## config.mk

```make
export PLATFORM = sky130hd
export DESIGN_NAME = pdst_top
export DESIGN_NICKNAME = d
export VERILOG_FILES = /design/src/core/pdst_pkg.sv /design/src/core/pdst_top.sv
export SDC_FILE = /design/constraint.sdc
export NUM_CORES = 1
export LEC_CHECK = 0
export BUFFER_PORTS_ARGS = -buffer_cell sky130_fd_sc_hd__buf_2
export CAP_MARGIN = 20
export CORE_MARGIN = 5
export CORE_UTILIZATION = 30
export CTS_CLUSTER_DIAMETER = 30
export DETAILED_ROUTE_END_ITERATION = 6
export PLACE_DENSITY = 0.71
export REMOVE_ABC_BUFFERS = 1
export SYNTH_ARGS = -nofsm -noshare
export SYNTH_HDL_FRONTEND = slang
export SYNTH_SLANG_ARGS = --single-unit
```

## constraint.sdc

```tcl
create_clock -name clock -period 2.3 [get_ports clock]
set_input_delay 0.46 -clock clock [delete_from_list [all_inputs] [get_ports clock]]
set_output_delay 0.46 -clock clock [all_outputs]
set_load 0.02 [all_outputs]
```

## src/core/pdst_pkg.sv

```systemverilog
// Contract
// Enable high resets state, starts normal operation.
// Enable low keeps device powered down.
// Powered down: CMOS outputs tristated, PLL off.
// Host holds enable low until supplies good.
// Self-test pin: 0 disables, 1 enables.
// Clock select: 0 pixel clock, 1 33 MHz.
// Shared pin defaults interrupt; may pull low.
// Peripheral select on GPIO3 only by register.
// Straps latched at enable release, held until powerdown.
package pdst_pkg;

	// ----------------------------------------
	// Register map
	// ----------------------------------------
	localparam logic [7:0] PDST_ADDR_CTRL   = 8'h00;
	localparam logic [7:0] PDST_ADDR_STATUS = 8'h04;
	localparam logic [7:0] PDST_ADDR_STRAPS = 8'h08;

	localparam int PDST_CTRL_CLKSEL_BIT = 0;
	localparam int PDST_CTRL_SPISEL_BIT = 1;
	localparam int PDST_CTRL_DRVINT_BIT = 2;
	localparam logic [2:0] PDST_CTRL_RESET = 3'h0;

	localparam int PDST_STRAP_W = 4;

	// ----------------------------------------
	// Clock choices for self-test
	// ----------------------------------------
	localparam logic PDST_CLK_PIXEL = 1'h0;
	localparam logic PDST_CLK_FIXED = 1'h1;
	localparam int   PDST_FIXED_CLK_MHZ = 33;

	typedef enum logic [1:0] {
		PDST_ST_DOWN  = 2'b00,
		PDST_ST_RESET = 2'b01,
		PDST_ST_RUN   = 2'b10
	} pdst_state_e;

	typedef struct packed {
		logic o;
		logic oe;
	} pdst_pin_s;

endpackage : pdst_pkg

```

## src/core/pdst_top.sv

```systemverilog
// Implementation choices: the address-and-strobe port and the register offsets.
`timescale 1ns/1ps
`default_nettype none
module pdst_top #(
	parameter int STRAP_W = pdst_pkg::PDST_STRAP_W
) (
	// Clock and reset
	input  wire logic               clock,
	input  wire logic               resetn,
	// Control pins
	input  wire logic               chip_enable_n,
	input  wire logic               self_test_enable_pin,
	input  wire logic               shared_pin_in,
	input  wire logic [STRAP_W-1:0] config_strap_0,
	input  wire logic [STRAP_W-1:0] config_strap_1,
	// Shared pin drive
	output logic                    shared_pin_o,
	output logic                    shared_pin_oe,
	// Fast gpio 3 / peripheral select
	input  wire logic               fast_gpio_3_o_core,
	input  wire logic               fast_gpio_3_oe_core,
	input  wire logic               spi_select_core,
	output logic                    fast_gpio_3_o,
	output logic                    fast_gpio_3_oe,
	// Core status
	output logic                    powered_up,
	output logic                    core_reset,
	output logic                    pll_enable,
	output logic                    cmos_out_enable,
	output logic                    self_test_active,
	output logic                    self_test_clk_fixed,
	output logic                    interrupt_active,
	// Register port
	input  wire logic [7:0]         reg_addr,
	input  wire logic [31:0]        reg_wdata,
	input  wire logic               reg_write,
	input  wire logic               reg_read,
	output logic [31:0]             reg_rdata
);

	// ----------------------------------------
	// Helpers
	// ----------------------------------------
	// True when a bus address selects the given register.
	function automatic logic addr_hit(
		input logic [7:0] addr,
		input logic [7:0] target
	);
		addr_hit = (addr == target);
	endfunction : addr_hit

	// True when the power state machine sits in the given state.
	function automatic logic in_state(
		input pdst_pkg::pdst_state_e current,
		input pdst_pkg::pdst_state_e wanted
	);
		in_state = (current == wanted);
	endfunction : in_state

	// ----------------------------------------
	// Power state
	// ----------------------------------------
	pdst_pkg::pdst_state_e state_reg;
	logic                  enabled;
	logic                  soft_rst;
	assign enabled  = chip_enable_n;
	// Every state but normal operation holds the core in reset, so a
	// bring-up always passes through one full cycle of reset first.
	assign soft_rst = !in_state(state_reg, pdst_pkg::PDST_ST_RUN);

	always_ff @(posedge clock or negedge resetn) begin
		if (!resetn) begin
			state_reg <= pdst_pkg::PDST_ST_DOWN;
		end else begin
			case (state_reg)
				pdst_pkg::PDST_ST_DOWN: begin
					if (enabled) state_reg <= pdst_pkg::PDST_ST_RESET;
				end
				pdst_pkg::PDST_ST_RESET: begin
					state_reg <= enabled ? pdst_pkg::PDST_ST_RUN : pdst_pkg::PDST_ST_DOWN;
				end
				pdst_pkg::PDST_ST_RUN: begin
					if (!enabled) state_reg <= pdst_pkg::PDST_ST_DOWN;
				end
				default: state_reg <= pdst_pkg::PDST_ST_DOWN;
			endcase
		end
	end

	// ----------------------------------------
	// Control register, cleared on bring-up
	// ----------------------------------------
	logic [2:0] ctrl_reg;
	always_ff @(posedge clock or negedge resetn) begin
		if (!resetn) begin
			ctrl_reg <= pdst_pkg::PDST_CTRL_RESET;
		end else if (soft_rst) begin
			ctrl_reg <= pdst_pkg::PDST_CTRL_RESET;
		end else if (reg_write && addr_hit(reg_addr, pdst_pkg::PDST_ADDR_CTRL)) begin
			ctrl_reg <= reg_wdata[2:0];
		end
	end

	// ----------------------------------------
	// Strap capture at enable release
	// ----------------------------------------
	logic [STRAP_W-1:0] strap0_reg;
	logic [STRAP_W-1:0] strap1_reg;
	always_ff @(posedge clock or negedge resetn) begin
		if (!resetn) begin
			strap0_reg <= '0;
			strap1_reg <= '0;
		end else if (in_state(state_reg, pdst_pkg::PDST_ST_DOWN) && enabled) begin
			strap0_reg <= config_strap_0;
			strap1_reg <= config_strap_1;
		end
	end

	// ----------------------------------------
	// Pin functions
	// ----------------------------------------
	logic clksel_mode;
	logic spisel_mode;
	logic run;
	assign clksel_mode = ctrl_reg[pdst_pkg::PDST_CTRL_CLKSEL_BIT];
	assign spisel_mode = ctrl_reg[pdst_pkg::PDST_CTRL_SPISEL_BIT];
	assign run         = in_state(state_reg, pdst_pkg::PDST_ST_RUN);

	pdst_pkg::pdst_pin_s gpio3_next;
	always_comb begin
		gpio3_next = '0;
		if (run) begin
			if (spisel_mode) begin
				gpio3_next.o  = spi_select_core;
				gpio3_next.oe = 1'b1;
			end else begin
				gpio3_next.o  = fast_gpio_3_o_core;
				gpio3_next.oe = fast_gpio_3_oe_core;
			end
		end
	end

	// ----------------------------------------
	// Power-state outputs
	// ----------------------------------------
	// Each output has its own register, so all of them follow the state
	// machine by exactly one cycle and none can glitch.
	always_ff @(posedge clock or negedge resetn) begin
		if (!resetn) begin
			powered_up <= 1'b0;
		end else begin
			powered_up <= run;
		end
	end

	// The core is held in reset in every state but normal operation.
	always_ff @(posedge clock or negedge resetn) begin
		if (!resetn) begin
			core_reset <= 1'b1;
		end else begin
			core_reset <= soft_rst;
		end
	end

	// The loop is stopped whenever the device is not running.
	always_ff @(posedge clock or negedge resetn) begin
		if (!resetn) begin
			pll_enable <= 1'b0;
		end else begin
			pll_enable <= run;
		end
	end

	// Single-ended outputs float while the device is powered down.
	always_ff @(posedge clock or negedge resetn) begin
		if (!resetn) begin
			cmos_out_enable <= 1'b0;
		end else begin
			cmos_out_enable <= run;
		end
	end

	// ----------------------------------------
	// Self-test
	// ----------------------------------------
	always_ff @(posedge clock or negedge resetn) begin
		if (!resetn) begin
			self_test_active <= 1'b0;
		end else begin
			self_test_active <= run && self_test_enable_pin;
		end
	end

	// The fixed source is chosen only while the shared pin is in clock-select mode.
	always_ff @(posedge clock or negedge resetn) begin
		if (!resetn) begin
			self_test_clk_fixed <= pdst_pkg::PDST_CLK_PIXEL;
		end else begin
			self_test_clk_fixed <= (run && clksel_mode && shared_pin_in)
				? pdst_pkg::PDST_CLK_FIXED : pdst_pkg::PDST_CLK_PIXEL;
		end
	end

	// ----------------------------------------
	// Shared pin
	// ----------------------------------------
	// The pin is an active-low interrupt unless software picked clock select.
	always_ff @(posedge clock or negedge resetn) begin
		if (!resetn) begin
			interrupt_active <= 1'b0;
		end else begin
			interrupt_active <= run && !clksel_mode && !shared_pin_in;
		end
	end

	// The pin is only ever driven low, never high.
	always_ff @(posedge clock or negedge resetn) begin
		if (!resetn) begin
			shared_pin_o <= 1'b0;
		end else begin
			shared_pin_o <= 1'b0;
		end
	end

	// While not running the pin is pulled low once the DRVINT bit is clear; ctrl_reg is cleared then.
	always_ff @(posedge clock or negedge resetn) begin
		if (!resetn) begin
			shared_pin_oe <= 1'b0;
		end else begin
			shared_pin_oe <= !run && ctrl_reg[pdst_pkg::PDST_CTRL_DRVINT_BIT] == 1'b0;
		end
	end

	// ----------------------------------------
	// Fast gpio 3 drive
	// ----------------------------------------
	always_ff @(posedge clock or negedge resetn) begin
		if (!resetn) begin
			fast_gpio_3_o <= 1'b0;
		end else begin
			fast_gpio_3_o <= gpio3_next.o;
		end
	end

	always_ff @(posedge clock or negedge resetn) begin
		if (!resetn) begin
			fast_gpio_3_oe <= 1'b0;
		end else begin
			fast_gpio_3_oe <= gpio3_next.oe;
		end
	end

	// ----------------------------------------
	// Register read
	// ----------------------------------------
	logic [31:0] status_word;
	logic [31:0] rdata_next;
	assign status_word = {27'h0, interrupt_active, self_test_clk_fixed, self_test_active, state_reg};

	// Read data stand for one cycle after the strobe and are zero otherwise.
	always_comb begin
		rdata_next = '0;
		if (reg_read) begin
			case (reg_addr)
				pdst_pkg::PDST_ADDR_CTRL:   rdata_next = {29'h0, ctrl_reg};
				pdst_pkg::PDST_ADDR_STATUS: rdata_next = status_word;
				pdst_pkg::PDST_ADDR_STRAPS: rdata_next = 32'({strap1_reg, strap0_reg});
				default:                    rdata_next = '0;
			endcase
		end
	end

	always_ff @(posedge clock or negedge resetn) begin
		if (!resetn) begin
			reg_rdata <= '0;
		end else begin
			reg_rdata <= rdata_next;
		end
	end

endmodule : pdst_top
`default_nettype wire

```

==> summary.txt, run 1 <==
Status
  • Status: finished clean

Timing
  • Total negative setup slack: 0 ns
  • Measured slew at the worst slew-check pin: 0.637 ns
  • Final Hold Fails: 0
  • Part of the cycle the worst path needs: 0.605
  • Final Skew: 0.00580 ns
  • Fin crit period: 1.39 ns
  • Endpoints failing setup: 0
  • Slew Limit Fails: 0
  • Max Clock Freq: 0.718 GHz
  • Max-slew headroom: 0.575
  • RSZ-0062 raised after global routing: no

Yosys
  • Area fraction of the dominant cell type after synthesis: 0.515
  • Commonest cells post-synth: dfrtp_1 (28), buf_4 (27), nor2_1 (9)
  • Synth Warn #: 0
  • Cells after Synth: 117
  • Yosys cell types: 27
  • EDFF count, synth: 0
  • Top cells by area, synth: dfrtp_1 (52%), buf_4 (15%), mux2_2 (6.6%)
  • Yosys top cell by area: dfrtp_1
  • Avg Inst Size Synth: 11.6 um^2
  • Asr flop ratio synth: 1.00
  • Sequential area share after synthesis: 0.534
  • Synth Cell Area: 0.00136 mm^2
  • Synth Flop Type: dfrtp_1
  • Most frequent cell after synthesis: dfrtp_1
  • Synth Register Bits: 29

Final layout
  • Multi-input combinational cell area: 490 um^2
  • Share of post-route cells with drive strength above 1: 0.425
  • Max reg flops: 8
  • Area delta synth->final: 22.0%
  • Fin area: 0.00166 mm^2
  • Nets@finish: 224
  • Antenna Cells: 0
  • Sequential cell area: 727 um^2
  • Fillers: 462

Power
  • Peak VDD IR: 0.228 mV
  • PwrDens: 790 mW/mm^2
  • Leakage: 0.000870 uW

Critical path
  • Kind of end point of the critical path: output pin
  • WP data arrival: 0.93 ns
  • CP max FO: 1
  • Setup CP Type: register to output pin
  • Startpoint types: register
  • Crit-path leading delay family: flip-flops
  • Max incr delay on CP: 0.51 ns
  • Crit-path cells: buf_2
  • Worst path buffer plus inverter count: 1
  • Data required, critical path: 1.84 ns
  • Worst path slowest cell: dfstp_2

Place
  • PortBufs: 46
  • Final HPWL DP: 2170 um
  • Placed cell area: 0.00154 mm^2
  • Routability Congestion: 0.736

Global routing
  • Tot GR Track Use: 0.0989
  • First-pass GRT wire length: 4490 um
  • Global route overflow: 0
  • Pin count of the biggest net entering global routing: 30
  • Vias in the first global route: 970
  • Initial antenna violation count: 0

Clocking
  • Total CTS buffers: 5
  • Clock sinks: 29
  • Clock slew at reported path FFs: 0.06 ns
  • Clock latency on the worst-skew pair: 0.28 ns
  • Max Root-Sink Buffers: 2
  • CTS Hold Bufs: 0
  • Post-CTS Resized: 0
  • CTS tree: built
  • Setup bufs post-CTS: 0
  • Root Buffer: clkbuf_8
  • H-tree depth: 2

Route
  • Remaining DRCs: 0
  • DRT Pass-1 Iters: 4
  • DR WL/cell: 12.8 um
  • Vias: 941
  • Initial DRC Count: 18
  • Final ANT Viol Nets: 0
  • Vias/cell: 4.30
  • Total Routed Length: 2800 um

Die
  • Die width: 77.3 um
  • Initial core utilization: 0.310
  • Die height: 77.3 um
  • Full die area: 0.00598 mm^2
  • Core box area: 0.00438 mm^2
  • Rows: 24
  • I/O pin count: 101

Flow run
  • Max-Cap Viols: 0

Worst hold path
  • Worst hold-check path type: primary input to asynchronous set/reset pin
[cells in the final DEF (no fill, tap or decap), types with 4 or more instances in the layout]
cell / synthesis / layout
mux2i_1: 4 / 4
dfrtp_1: 28 / 28
mux2_2: 8 / 8
clkbuf_8: 0 / 6
inv_1: 4 / 4
nor2_1: 9 / 9
and3_1: 5 / 5
buf_2: 3 / 46
conb_1: 1 / 25
[per-stage QoR]
step / hold WS, ns / std cells / utilization / power [uW] / setup WS (ns)
after global placement: 0.447 / 211 / 0.352 / 781 / 0.711
final: 0.198 / 219 / 0.378 / 1310 / 0.908
after global routing: 0.256 / 219 / 0.378 / 1380 / 0.851
after floorplan: 0.164 / 111 / - / 709 / 0.603
after detailed placement: 0.458 / 211 / 0.352 / 786 / 0.679
after CTS: 0.217 / 219 / 0.378 / 1330 / 0.890
[final timing paths]
path | start | slack, ns | end | cells after the start
hold reg to reg | ctrl_reg[2] | 0.47 | shared_pin_oe | 1
setup / recovery | core_reset | 0.91 | core_reset | 1
hold / removal | resetn | 0.20 | strap0_reg[3] | 1
setup reg to reg | state_reg[1] | 0.91 | strap1_reg[3] | 3
min in group clock | shared_pin_in | 0.34 | interrupt_active | 2
max in group asynchronous | resetn | 1.68 | fast_gpio_3_oe | 1
[report_power, final]
part | internal (uW) | switching, uW
clock network | 353 | 183
registers | 559 | 22.6
logic | 78.5 | 115
total | 990 | 321
[cells by family after synthesis]
logic type	after synthesis	synth area share
mux	12	0.0957
compound gates	12	0.0662
simple gates	29	0.130
flops	29	0.535
other cells	1	0.00276
buf+inv	34	0.171
[per-layer routing]
metal	vias up	global-route usage	wire (um)
met4	0	0.0567	59
met2	54	0.151	1290
met1	445	0.109	1100
met3	5	0.0544	337
li1	437	-	-
met5	-	0	0
[final cells by class]
class / instances / share of cell area
well taps: 52 / 0.0392
repair buffers: 48 / 0.148
flip-flops and latches: 29 / 0.438
clock inverters: 1 / 0.0181
multi-input cells: 78 / 0.296
clock buffers: 7 / 0.0520
inverters: 4 / 0.00905
[worst reg2reg max path: cells and delay by family, from the launching register on]
family,cells,cell delay (ns)
buffers and inverters,1,0.22
multiplexers,1,0.34
AND/OR/NAND/NOR,1,0.31
flip-flops,1,0.41
Power figures use the tool's default switching activity.
==> run 2, diff against run 1 <==
- PLACE_DENSITY: 0.71 -> 0.73
- clock period: 2.3 -> 1.2 ns (I/O delays scaled with it)
==> summary.txt, run 2 (synthesized netlist as in run 1, its figures left out) <==
Route
  • DRT Pass-1 Iters: 4 (unchanged)
  • Final ANT Viol Nets: 0 (unchanged)
  • Initial DRC Count: 41 (+23)
  • Total Routed Length: 2920 um (+4.4%)
  • Vias: 936 (-0.53%)
  • Remaining DRCs: 0 (unchanged)
  • Vias/cell: 4.11 (-4.5%)
  • DR WL/cell: 12.8 um (+0.31%)

Flow run
  • Max-Cap Viols: 0 (unchanged)

Place
  • Routability Congestion: 0.692 (-6.0%)
  • Placed insts: 219 (+3.8%)
  • Post-Place Worst Slack: -0.149 ns (-0.828 ns)
  • PortBufs: 46 (unchanged)
  • Final HPWL DP: 2290 um (+6.0%)

Final layout
  • Most frequent cells in the layout: buf_2 (45), dfrtp_1 (28), conb_1 (25)
  • Final core utilization: 0.403 (+0.0245)
  • Max reg flops: 8 (unchanged)
  • Final cell count without fillers: 228 (+4.1%)
  • Share of post-route cells with drive strength above 1: 0.466 (+0.0408)
  • Antenna Cells: 0 (unchanged)
  • Area delta synth->final: 29.9%
  • Fillers: 431 (-6.7%)
  • Commonest non-fill, non-tap cell in the layout: buf_2
  • Nets@finish: 233 (+4.0%)

Timing
  • Endpoints failing setup: 5 (+5)
  • Max Clock Freq: 0.824 GHz
  • Slew Limit Fails: 0 (unchanged)
  • Part of the cycle the worst path needs: 1.01
  • Final Skew: 0.00110 ns (-0.00470 ns)
  • Total negative setup slack: -0.0487 ns (-0.0487 ns)
  • Fin worst setup slack: -0.0134 ns (-0.922 ns)
  • Fin crit period: 1.21 ns
  • RSZ-0062 raised after global routing: yes
  • Min Hold Slack: 0.139 ns (-0.0589 ns)
  • Final Hold Fails: 0 (unchanged)

Power
  • Peak VDD IR: 0.447 mV (+96%)
  • Switching part of the total power: 0.263 (+0.0178)
  • Leakage: 0.000950 uW (+9.3%)
  • PwrDens: 1390 mW/mm^2 (+76%)
  • Switch Pwr: 644 uW (+100%)
  • Internal Pwr Total: 1810 uW (+83%)
  • Combinational power share: 0.188 (+0.040)
  • Seq pwr share: 0.455 (+0.011)
  • Clock share of power: 0.357 (-0.052)

Critical path
  • Kind of end point of the critical path: register
  • Crit-path cells: nor3b_2, buf_4, mux2_4
  • Worst path slowest cell: dfrtp_1
  • Startpoint types: register
  • WP data arrival: 1.38 ns (+0.45 ns)
  • Max incr delay on CP: 0.38 ns (-0.13 ns)
  • Setup CP Type: register to register
  • CP max FO: 5 (+4)
  • Data required, critical path: 1.36 ns (-0.48 ns)
  • R2R setup slack: -0.01 ns (-0.92 ns)

Clocking
  • Max Root-Sink Buffers: 2 (unchanged)
  • Total CTS buffers: 5 (unchanged)
  • Clock latency on the worst-skew pair: 0.28 ns (about the same)
  • Root Buffer: clkbuf_8
  • CTS tree: built
  • Clock sinks: 29 (unchanged)
  • Setup bufs post-CTS: 0 (unchanged)
  • H-tree depth: 2 (unchanged)
  • Clock slew at reported path FFs: 0.06 ns (about the same)

Worst hold path
  • Worst hold-check path type: primary input to register

Die
  • Initial core utilization: 0.310 (unchanged)
  • Die width: 77.3 um (unchanged)
  • Die height: 77.3 um (unchanged)
  • I/O pin count: 101 (unchanged)
  • Rows: 24 (unchanged)
  • Full die area: 0.00598 mm^2 (unchanged)
  • Core box area: 0.00438 mm^2 (unchanged)

Global routing
  • First-pass GRT wire length: 4680 um (+4.2%)
  • Pin count of the biggest net entering global routing: 18 (-40%)
  • Initial antenna violation count: 0 (unchanged)
  • Tot GR Track Use: 0.103 (+0.00436)
  • Vias in the first global route: 948 (-2.3%)
  • Global route overflow: 0 (unchanged)

Status
  • Failing checks: negative setup slack
  • Status: finished, violations left
==> run 2: layout make-up <==
class | count | area (um^2) | area share
clock buffers | 7 | 96.3 | 0.0545
clock inverters | 1 | 5.00 | 0.00283
inverters | 4 | 15.0 | 0.00850
multi-input cells | 78 | 528 | 0.299
flip-flops and latches | 29 | 727 | 0.411
well taps | 52 | 65.1 | 0.0368
repair buffers | 57 | 330 | 0.187
==> run 2: critical path: cells and delay by family, from the launching register on <==
family / cells / cell delay [ns]
and+or+nand+nor: 1 / 0.21
DFF: 1 / 0.38
buffers and inverters: 1 / 0.20
muxes: 1 / 0.31
==> run 2: repair_timing <==
item | CTS | global route
resized for setup | 7 | 4
pin swaps | 1 | 0
hold endpoints to repair | 11 | 0
cloned | 0 | 0
hold buffers | 1 | 0
setup endpoints to repair | 8 | 15
==> run 2: metal layers <==
metal | up-vias | wire [um] | GRT usage
met1 | 422 | 1200 | 0.117
met4 | 0 | 74 | 0.0619
li1 | 458 | - | -
met5 | - | 0 | 0
met3 | 6 | 331 | 0.0556
met2 | 50 | 1310 | 0.153
==> run 2: power groups by stage <==
stage	Clock, uW	Sequential [uW]	Combinational [uW]
2_1_floorplan	0	1150	207
3_3_place_gp	0	1130	401
3_5_place_dp	0	1130	409
4_1_cts	916	1110	449
5_1_grt	947	1130	500
6_report	876	1120	461
==> run 2: path summary, 6_finish.rpt <==
| path | from | endpoint | depth (start not counted) |
|---|---|---|---|
| hold reg to reg | ctrl_reg[2] | shared_pin_oe | 1 |
| min in group asynchronous | resetn | reg_rdata[3] | 2 |
| setup / recovery | state_reg[0] | strap0_reg[3] | 3 |
| hold / removal | shared_pin_in | interrupt_active | 2 |
| setup reg to reg | state_reg[0] | strap0_reg[3] | 3 |
| max in group asynchronous | resetn | reg_rdata[6] | 3 |
==> run 2: metrics by stage <==
step / total power, uW / cell area, um^2
floorplan: 1360 / 1230
global placement: 1530 / 1620
CTS: 2480 / 1750
global route: 2570 / 1770
finish: 2450 / 1770
detailed placement: 1540 / 1620
==> run 3, diff against run 2 <==
- CORE_ASPECT_RATIO: default -> 1.75
==> summary.txt, run 3 (synthesized netlist as in run 1, its figures left out) <==
Worst hold path
  • Worst hold-check path type: primary input to register
  • Hold Crit Depth: 2 (unchanged)
  • Worst Hold Launch: shared_pin_in

Place
  • Final HPWL DP: 2220 um (-3.1%)
  • Placed insts: 217 (-0.91%)
  • PortBufs: 46 (unchanged)
  • Routability Congestion: 0.815 (+18%)
  • Placed cell area: 0.00159 mm^2 (-1.3%)
  • Post-Place Worst Slack: -0.196 ns (-0.0464 ns)

Critical path
  • Max incr delay on CP: 0.39 ns (about the same)
  • Kind of end point of the critical path: register
  • WP data arrival: 1.44 ns (+0.06 ns)
  • Data required, critical path: 1.36 ns (about the same)
  • Startpoint types: register
  • CP max FO: 6 (+1)
  • Setup CP Type: register to register
  • Crit-path cells: nor3b_2, buf_6, mux2_4
  • Setup crit start: state_reg[0]
  • Worst path slowest cell: dfrtp_1
  • R2R depth: 3 (unchanged)
  • Reg-to-Reg Start: state_reg[0]

Power
  • Clock share of power: 0.353 (-0.004)
  • Internal Pwr Total: 1810 uW (+0.25%)
  • Peak VDD IR: 0.789 mV (+77%)
  • Seq pwr share: 0.455 (about the same)
  • PwrDens: 1400 mW/mm^2 (+0.56%)
  • Leakage: 0.000950 uW (about the same)
  • Switch Pwr: 646 uW (+0.34%)
  • Combinational power share: 0.192 (+0.004)
  • Switching part of the total power: 0.263 (about the same)

Global routing
  • Global route overflow: 0 (unchanged)
  • First-pass GRT wire length: 4270 um (-8.7%)
  • Initial antenna violation count: 0 (unchanged)
  • Vias in the first global route: 940 (-0.84%)
  • Pin count of the biggest net entering global routing: 30 (+12)
  • Tot GR Track Use: 0.0974 (-0.00584)

Route
  • Vias/cell: 4.29 (+4.4%)
  • Remaining DRCs: 0 (unchanged)
  • DRT Pass-1 Iters: 4 (unchanged)
  • Total Routed Length: 2890 um (-1.1%)
  • Initial DRC Count: 16 (-61%)
  • DR WL/cell: 12.7 um (-1.1%)
  • Vias: 977 (+4.4%)
  • Final ANT Viol Nets: 0 (unchanged)

Die
  • Full die area: 0.00603 mm^2 (+0.89%)
  • I/O pin count: 101 (unchanged)
  • Initial core utilization: 0.309 (-0.00141)
  • Rows: 32 (+33%)
  • Die height: 99.1 um (+28%)
  • Die width: 60.9 um (-21%)
  • Core box area: 0.00440 mm^2 (+0.46%)

Flow run
  • Max-Cap Viols: 0 (unchanged)

Timing
  • RSZ-0062 raised after global routing: yes
  • Fin worst setup slack: -0.0751 ns (-0.0617 ns)
  • Max Clock Freq: 0.784 GHz (-4.8%)
  • Endpoints failing setup: 8 (+3)
  • Final Skew: 0.00450 ns (+0.00340 ns)
  • Slew Limit Fails: 0 (unchanged)
  • Total negative setup slack: -0.551 ns (-0.502 ns)
  • Fin crit period: 1.28 ns (+0.0617 ns)
  • Final Hold Fails: 0 (unchanged)
  • Part of the cycle the worst path needs: 1.06 (+0.0514)

Final layout
  • Final core utilization: 0.400 (-0.00297)
  • Share of post-route cells with drive strength above 1: 0.469 (+0.00302)
  • Most frequent cells in the layout: buf_2 (46), dfrtp_1 (28), conb_1 (25)
  • Area delta synth->final: 29.5%
  • Fin area: 0.00176 mm^2 (-0.28%)
  • Max reg flops: 8 (unchanged)
  • Final cell count without fillers: 228 (unchanged)
  • Nets@finish: 234 (+0.43%)
  • Antenna Cells: 0 (unchanged)
  • Commonest non-fill, non-tap cell in the layout: buf_2

Clocking
  • Root Buffer: clkbuf_8
  • CTS tree: built
  • Clock latency on the worst-skew pair: 0.28 ns (about the same)
  • Clock sinks: 29 (unchanged)
  • Max Root-Sink Buffers: 2 (unchanged)
  • Total CTS buffers: 5 (unchanged)
  • Clock slew at reported path FFs: 0.06 ns (about the same)
  • H-tree depth: 2 (unchanged)

Status
  • Status: finished, violations left
  • Failing checks: negative setup slack
run 3: cell types whose count changed in the layout (fill, tap and decap cells not counted):
cell    previous run  this run
buf_6              0         1
buf_2             45        46
buf_12             1         0
run 3: critical path, delay by kind of cell (launching register included):
family / cells / cell delay [ns]
buffers and inverters: 1 / 0.19
DFF: 1 / 0.39
muxes: 1 / 0.30
and+or+nand+nor: 1 / 0.27
run 3: path summary, 6_finish.rpt:
path	to	slack, ns
setup / recovery	strap1_reg[2]	-0.08
hold / removal	interrupt_active	0.14
setup reg to reg	strap1_reg[2]	-0.08
hold reg to reg	shared_pin_oe	0.44
max in group asynchronous	core_reset	0.40
min in group asynchronous	cmos_out_enable	0.49
run 3: metrics by stage:
stage,total power [uW],hold WS [ns]
finish,2460,0.144
global route,2570,0.133
CTS,2480,0.137
detailed placement,1540,0.260
global placement,1520,0.254
floorplan,1360,-0.0556
run 3: repair_timing:
item | in CTS | in global routing
setup endpoints to repair | 8 | 8
endpoints found under the hold margin | 28 | 0
resized for setup | 11 | 0
pin swaps | 1 | 0
hold buffers | 1 | 0
buffers inserted | 1 | 1
run 3: area by class of cell:
type | count | area, um^2
clock buffer | 7 | 96.3
timing repair buffer | 58 | 327
tap | 51 | 63.8
sequential | 29 | 727
fill | 457 | 2640
inverter | 4 | 15.0
clock inverter | 1 | 5.00
multi-input combinational | 78 | 528
run 3: power groups by stage:
stage / clock network (uW) / logic (uW) / registers, uW
2_1_floorplan: 0 / 207 / 1150
3_3_place_gp: 0 / 394 / 1130
3_5_place_dp: 0 / 404 / 1130
4_1_cts: 896 / 467 / 1120
5_1_grt: 933 / 509 / 1130
6_report: 868 / 472 / 1120
run 3: layer usage:
layer | wire length, um | vias to the layer above | track usage | share of wire
li1 | - | 459 | - | -
met1 | 992 | 454 | 0.106 | 0.34
met2 | 1440 | 59 | 0.157 | 0.50
met3 | 379 | 5 | 0.0367 | 0.13
met4 | 72 | 0 | 0.0551 | 0.025
met5 | 0 | - | 0 | 0
